`config.mk`:
```
export PLATFORM = sky130hd
export DESIGN_NAME = mic_input_fault_status_bank
export DESIGN_NICKNAME = d
export VERILOG_FILES = /design/src/verilog/fault_bank_pkg.sv /design/src/verilog/level_sync.sv /design/src/verilog/threshold_margin.sv /design/src/verilog/mic_input_fault_status_bank.sv
export SDC_FILE = /design/constraint.sdc
export NUM_CORES = 1
export LEC_CHECK = 0
export BUFFER_PORTS_ARGS = -buffer_cell sky130_fd_sc_hd__buf_2
export CORE_MARGIN = 2
export CORE_UTILIZATION = 46
export CTS_CLUSTER_DIAMETER = 200
export DETAILED_ROUTE_END_ITERATION = 8
export HOLD_SLACK_MARGIN = 0.12
export PLACE_DENSITY = 0.74
export SYNTH_ARGS = -nofsm -noshare
export SYNTH_HDL_FRONTEND = slang
export SYNTH_SLANG_ARGS = --single-unit
```
`constraint.sdc`:
```
create_clock -name CLK -period 2.9 [get_ports CLK]
set_clock_uncertainty 0.15 [all_clocks]
set_input_delay 0.145 -clock CLK [delete_from_list [all_inputs] [get_ports CLK]]
set_output_delay 0.145 -clock CLK [all_outputs]
set_load 0.01 [all_outputs]
```
`src/verilog/fault_bank_pkg.sv`:
```
// Purpose: shared constants and carriers of the input fault status bank
// Assumes: 8-bit registers on an 8-bit address space of the control port
// Notes: all offsets, field positions and reset values live here
package fault_bank_pkg;

    // ************************************************************
    // register map
    // ************************************************************
    localparam logic [7:0] CHANNEL4_FAULT_LIVE_ADDR = 8'h31;
    localparam logic [7:0] INPUT_OVERVOLTAGE_LIVE_ADDR = 8'h35;
    localparam logic [7:0] BIAS_FAULT_LIVE_ADDR = 8'h37;
    localparam logic [7:0] BIAS_OVERVOLTAGE_CONFIG_ADDR = 8'h55;

    // ************************************************************
    // reset values and fields
    // ************************************************************
    localparam logic [7:0] LIVE_RESET = 8'h00;
    localparam logic [7:0] BIAS_OVERVOLTAGE_CONFIG_RESET = 8'h40;
    localparam int THRESHOLD_MSB = 7;
    localparam int THRESHOLD_LSB = 5;
    localparam logic [2:0] THRESHOLD_RESET = 3'h2;
    localparam logic [7:0] UNMAPPED_READ = 8'h00;

    // ************************************************************
    // threshold margins in mV
    // ************************************************************
    localparam logic [7:0] MARGIN_CODE0_MV = 8'h00;
    localparam logic [7:0] MARGIN_CODE1_MV = 8'h0a;
    localparam logic [7:0] MARGIN_CODE2_MV = 8'h28;
    localparam logic [7:0] MARGIN_STEP_MV = 8'h1e;
    localparam logic [7:0] MARGIN_CODE7_MV = 8'hbe;

    // ************************************************************
    // carriers
    // ************************************************************
    typedef struct packed {
        logic open_input;
        logic pair_short;
        logic pos_ground_short;
        logic neg_ground_short;
        logic pos_bias_short;
        logic neg_bias_short;
        logic pos_battery_short;
        logic neg_battery_short;
    } ch4_fault_t;

    typedef struct packed {
        logic ch1_pos;
        logic ch2_pos;
        logic ch3_pos;
        logic ch4_pos;
    } input_ov_t;

    typedef struct packed {
        logic high_current;
        logic low_current;
        logic overvoltage;
    } bias_fault_t;

    typedef struct packed {
        logic [7:0] addr;
        logic wr;
        logic rd;
        logic [7:0] wdata;
    } reg_req_t;

endpackage

```
`src/verilog/level_sync.sv`:
```
// Purpose: two-flop synchroniser for detector levels
// Assumes: inputs are asynchronous to CLK
// Notes: first stage feeds only the second
`timescale 1ns/1ps
module level_sync #(
    parameter int WIDTH = 8
) (
    // clock and reset
    input wire logic clk,
    input wire logic rst,
    // levels
    input wire logic [WIDTH-1:0] async_in,
    output logic [WIDTH-1:0] sync_out
);
    logic [WIDTH-1:0] meta_r;
    logic [WIDTH-1:0] sync_r;

    always_ff @(posedge clk) begin
        if (rst) begin
            meta_r <= '0;
            sync_r <= '0;
        end else begin
            meta_r <= async_in;
            sync_r <= meta_r;
        end
    end

    assign sync_out = sync_r;
endmodule // level_sync

```
`src/verilog/threshold_margin.sv`:
```
// Purpose: maps the bias overvoltage threshold code to a margin in mV
// Assumes: code is a registered field
// Notes: result is combinational; caller registers it
`timescale 1ns/1ps
module threshold_margin
    import fault_bank_pkg::*;
(
    // code in, margin out
    input wire logic [2:0] code,
    output logic [7:0] margin_mv
);
    logic [7:0] steps;

    // codes 3..6 step from code 2
    assign steps = {5'h00, code} - 8'h02;

    always_comb begin
        case (code)
            3'h0: margin_mv = MARGIN_CODE0_MV;
            3'h1: margin_mv = MARGIN_CODE1_MV;
            3'h2: margin_mv = MARGIN_CODE2_MV;
            3'h3, 3'h4, 3'h5, 3'h6: margin_mv = 8'(MARGIN_CODE2_MV + 8'(steps * MARGIN_STEP_MV));
            3'h7: margin_mv = MARGIN_CODE7_MV;
            default: margin_mv = MARGIN_CODE2_MV;
        endcase
    end
endmodule // threshold_margin

```
`src/verilog/mic_input_fault_status_bank.sv`:
```
// Purpose: live fault status bank and bias overvoltage threshold config
// Assumes: detector outputs are asynchronous levels; control port gives byte reads/writes
// Notes: live bits follow detectors after two clocks
`timescale 1ns/1ps
module mic_input_fault_status_bank
    import fault_bank_pkg::*;
(
    // clock and reset
    input wire logic CLK,
    input wire logic RST,
    // control port register access
    input wire fault_bank_pkg::reg_req_t REG_REQ,
    output logic [7:0] REG_RDATA,
    output logic REG_RVALID,
    // fault detector levels
    input wire fault_bank_pkg::ch4_fault_t CH4_FAULT,
    input wire fault_bank_pkg::input_ov_t INPUT_OV_FAULT,
    input wire fault_bank_pkg::bias_fault_t BIAS_FAULT,
    // to the bias overvoltage comparator
    output logic [2:0] BIAS_OV_THRESHOLD,
    output logic [7:0] BIAS_OV_MARGIN_MV
);
    import fault_bank_pkg::*;

    // ************************************************************
    // detector synchronisation
    // ************************************************************
    ch4_fault_t channel4_fault_live;
    input_ov_t ov_live;
    bias_fault_t bias_live;

    level_sync #(.WIDTH(8)) ch4_sync (
        .clk(CLK),
        .rst(RST),
        .async_in(CH4_FAULT),
        .sync_out(channel4_fault_live)
    );

    level_sync #(.WIDTH(4)) ov_sync (
        .clk(CLK),
        .rst(RST),
        .async_in(INPUT_OV_FAULT),
        .sync_out(ov_live)
    );

    level_sync #(.WIDTH(3)) bias_sync (
        .clk(CLK),
        .rst(RST),
        .async_in(BIAS_FAULT),
        .sync_out(bias_live)
    );

    // ************************************************************
    // register images
    // ************************************************************
    logic [7:0] ch4_image;
    logic [7:0] ov_image;
    logic [7:0] bias_image;
    logic [7:0] config_image;
    logic [2:0] threshold_r;
    logic [2:0] threshold_nxt;

    assign ch4_image = {channel4_fault_live.open_input, channel4_fault_live.pair_short,
                        channel4_fault_live.pos_ground_short, channel4_fault_live.neg_ground_short,
                        channel4_fault_live.pos_bias_short, channel4_fault_live.neg_bias_short,
                        channel4_fault_live.pos_battery_short, channel4_fault_live.neg_battery_short};

    assign ov_image = {ov_live.ch1_pos, ov_live.ch2_pos, ov_live.ch3_pos, ov_live.ch4_pos, 4'h0};

    // high current at bit 7, low current at bit 6, overvoltage at bit 5, rest zero
    assign bias_image = {bias_live.high_current, bias_live.low_current, bias_live.overvoltage, 5'h00};

    assign config_image = {threshold_r, 5'h00};

    // ************************************************************
    // address decode
    // ************************************************************
    logic hit_ch4;
    logic hit_ov;
    logic hit_bias;
    logic hit_config;
    logic cfg_write;
    logic [7:0] rd_mux;

    assign hit_ch4 = (REG_REQ.addr == CHANNEL4_FAULT_LIVE_ADDR);
    assign hit_ov = (REG_REQ.addr == INPUT_OVERVOLTAGE_LIVE_ADDR);
    assign hit_bias = (REG_REQ.addr == BIAS_FAULT_LIVE_ADDR);
    assign hit_config = (REG_REQ.addr == BIAS_OVERVOLTAGE_CONFIG_ADDR);

    assign cfg_write = REG_REQ.wr & hit_config;

    assign threshold_nxt = cfg_write ? REG_REQ.wdata[THRESHOLD_MSB:THRESHOLD_LSB] : threshold_r;

    assign rd_mux = hit_ch4 ? ch4_image :
                    hit_ov ? ov_image :
                    hit_bias ? bias_image :
                    hit_config ? config_image : UNMAPPED_READ;

    // ************************************************************
    // configuration and read data
    // ************************************************************
    logic [7:0] rdata_r;
    logic rvalid_r;
    logic [7:0] margin_mv;
    logic [7:0] margin_r;

    always_ff @(posedge CLK) begin
        if (RST) begin
            threshold_r <= THRESHOLD_RESET;
        end else begin
            threshold_r <= threshold_nxt;
        end
    end

    always_ff @(posedge CLK) begin
        if (RST) begin
            rdata_r <= LIVE_RESET;
            rvalid_r <= 1'b0;
        end else begin
            rdata_r <= REG_REQ.rd ? rd_mux : rdata_r;
            rvalid_r <= REG_REQ.rd;
        end
    end

    // ************************************************************
    // threshold to comparator
    // ************************************************************
    // code to margin
    threshold_margin margin_map (
        .code(threshold_r),
        .margin_mv(margin_mv)
    );

    always_ff @(posedge CLK) begin
        if (RST) begin
            margin_r <= MARGIN_CODE2_MV;
        end else begin
            margin_r <= margin_mv;
        end
    end

    assign REG_RDATA = rdata_r;
    assign REG_RVALID = rvalid_r;
    assign BIAS_OV_THRESHOLD = threshold_r;
    assign BIAS_OV_MARGIN_MV = margin_r;
endmodule // mic_input_fault_status_bank

```
==> impl_metrics.toml <==
[floorplanning]
die_y_um = 70.6
die_x_um = 70.6
core_area_um2 = 4320
pin_count = 55
initial_core_util_pct = 47.3
die_area_um2 = 4990
rows = 24

[routing]
drt_iter0_markers = 41
wl_per_cell_um = 11.3
drc = 0
wirelength_um = 3680
first_pass_iters = 4
route.vias.total = 1530
routed_via_density = 4.71
detail-route-antenna-nets = 0

[logic_synthesis]
synth.largest_area_cell = "dfxtp_1"
synthesis.nets = 252
synth_top_cell_area_share_pct = 48.0
synthFlopType = "dfxtp_1"
ys_types = 44
synth_edf_count = 0
netlist_instances = 202
synth_commonest_cells = "49 x dfxtp_1, 31 x nor2b_1, 15 x nor2_1"
synth_area_leaders = "dfxtp_1 48%, nor2b_1 9.5%, ha_1 8.0%"
yosysSeqAreaShare_pct = 48.0
syn_avg_cell_area_um2 = 10.1
yosys_warnings = 0
ys_seq_elements = 49
synthArstFlopShare_pct = 0
synth_area_um2 = 2040
synth.most_common_cell = "dfxtp_1"

[timing]
max_slew_margin_pct = 61.8
period_needed_ns = 2.77
fmax_ghz = 0.362
setup_viol = 0
worst_slew_pin_slew_ns = 0.573
tns_ns = 0
rsz0062_at_grt = "no"
finalHoldViolCount = 0
period_share_pct = 95.4
drv_slew = 0
worst_hold_slack_ns = 0.147

[final_layout]
n_fill_cell = 377
antenna_cells = 0
syn2layout_area_growth_pct = 29.3
drive_gt1_share_pct = 25.3
nets = 323

[place]
post-dp-hpwl_um = 2660
gp_congestion = 0.806
io_buffers = 48

[worst_setup_path]
crit_family = "adder cells"
crit_top_cell = "ha_1"
end_kind = "flip-flop"
crit_path_start_kind = "flip-flop"
path_class = "flip-flop to flip-flop"
cp_cell_sequence = "inv_1, ha_1, fa_1, ha_1, nor4bb_4, or3_1, a21oi_1, xnor2_1, o22ai_1"
crit_path_top_delay_cell = "fa_1"
cpPeakStageDelay_ns = 0.42
worst-path-stages = 9
crit_arrival_ns = 2.78
cp_max_fo = 5
cp.required_ns = 2.91
r2r_cells = 9
cp_num_buf_inv = 1

[global_route]
grt_pass1_wl_um = 6050
antenna_found_initial = 0
grtUsageTotal_pct = 15.5
overflow = 0
grt_pass1_vias = 1422
grt_max_degree = 35

[clock_tree]
clk_latency_ns = 0.29
root_buffer = "clkbuf_8"
cts_buffers = 5
path_clk_slew_ns = 0.09
postCtsSetupBuffers = 0
cts.path.max_buffers = 2
htreeDepth = 2
clock-sinks = 49
ctsResizeCount = 0
cts_tree = "done"
holdBufCountCts = 19

[pwr]
p_comb_share_pct = 6.7
power_density_nw_per_um2 = 473
power.internal_uw = 998
pwr-share-seq_pct = 55.8
p_switching_uw = 250
switching_share_pct = 20.0
power.share.clock_pct = 37.5
ir_worst_vdd_mv = 0.392
leakagePower_uw = 0.00125

[run_status]
outcome = "completed"

[job]
cap_violations = 0

[worst_hold_path]
min_delay_path_depth = 3
min_path_type = "input port to flip-flop"
power groups by stage:
stage | registers, µW | clock network, µW | logic (µW)
final | 697 | 468 | 83.5
after global routing | 699 | 508 | 92.7
after CTS | 697 | 479 | 83.1
after detailed placement | 713 | 0 | 63.9
after global placement | 712 | 0 | 62.8
after floorplan | 712 | 0 | 39.7
final timing paths:
path              slack, ns                 start                     to
hold / removal         0.15            REG_REQ[9]   BIAS_OV_THRESHOLD[1]
setup reg to reg       0.13  BIAS_OV_THRESHOLD[0]   BIAS_OV_MARGIN_MV[7]
hold reg to reg        0.29   bias_sync.meta_r[1]  bias_sync.sync_out[1]
setup / recovery       0.13  BIAS_OV_THRESHOLD[0]   BIAS_OV_MARGIN_MV[7]
flip-flops by register name, indices dropped and copies added, names as in the netlist:
signal	count
ch4_sync.meta_r	8
REG_RVALID	1
REG_RDATA	8
bias_sync.meta_r	3
BIAS_OV_THRESHOLD	3
ov_sync.meta_r	4
ov_sync.sync_out	4
BIAS_OV_MARGIN_MV	7
bias_sync.sync_out	3
ch4_sync.sync_out	8
layout by cell type (no fill, tap or decap), types with 2 or more instances in the layout:
cell	count
o31ai_1	3
dfxtp_1	49
buf_2	48
o21ai_0	2
ha_1	13
a22o_1	3
buf_4	6
a22oi_1	3
inv_1	7
fa_1	2
nor2b_1	31
clkbuf_8	5
nor3_1	2
or3_1	2
mux2i_1	4
a21oi_1	10
nand3_1	5
inv_6	2
nand2b_1	8
nand2_1	8
dlygate4sd3_1	19
xnor2_1	2
nor2_1	15
o22ai_1	3
cells by family after synthesis:
| logic type | Yosys count | synth area share (%) |
|---|---|---|
| flip-flops | 49 | 48.0 |
| other | 1 | 0.184 |
| AND/OR/NAND/NOR | 82 | 24.3 |
| buffers and inverters | 17 | 4.16 |
| multiplexers | 4 | 1.96 |
| adder cells (fa/ha/maj) | 15 | 9.92 |
| XOR/XNOR | 2 | 0.857 |
| AO/OA/AOI/OAI | 32 | 10.7 |
metal layers:
metal  GRT usage [%]  vias up  routed length (µm)  part of all wire, %
li1                -      813                   -                    -
met1            17.5      668                1610                   44
met2            27.3       44                1790                   49
met3            4.99        5                 242                  6.6
met4            6.29        0                  45                  1.2
met5               0        -                   0                    0
tightest hold or removal path: stages:
cell and delay [ns]:
buf_2 0.10, nand3_1 0.16, a211o_1 0.15
cell type report:
cell class | count | area (µm²) | share of cell area, %
Clock inverter | 2 | 38.8 | 1.47
Tap cell | 52 | 65.1 | 2.46
Inverter | 8 | 35.0 | 1.33
Clock buffer | 5 | 68.8 | 2.61
Sequential cell | 49 | 981 | 37.1
Timing Repair Buffer | 73 | 475 | 18.0
Multi-Input combinational cell | 136 | 977 | 37.0
through the flow:
stage               setup slack, ns  utilization [%]  power, µW  area, µm²  std cells
floorplan                    0.0558                -        751       2040        202
global placement              0.209             54.2        775       2340        299
detailed placement            0.135             54.2        777       2340        299
CTS                           0.113             61.1       1260       2640        325
global route                 0.0325             61.1       1300       2640        325
finish                        0.134             61.1       1250       2640        325
No activity file was read; power rests on OpenSTA's default activity.
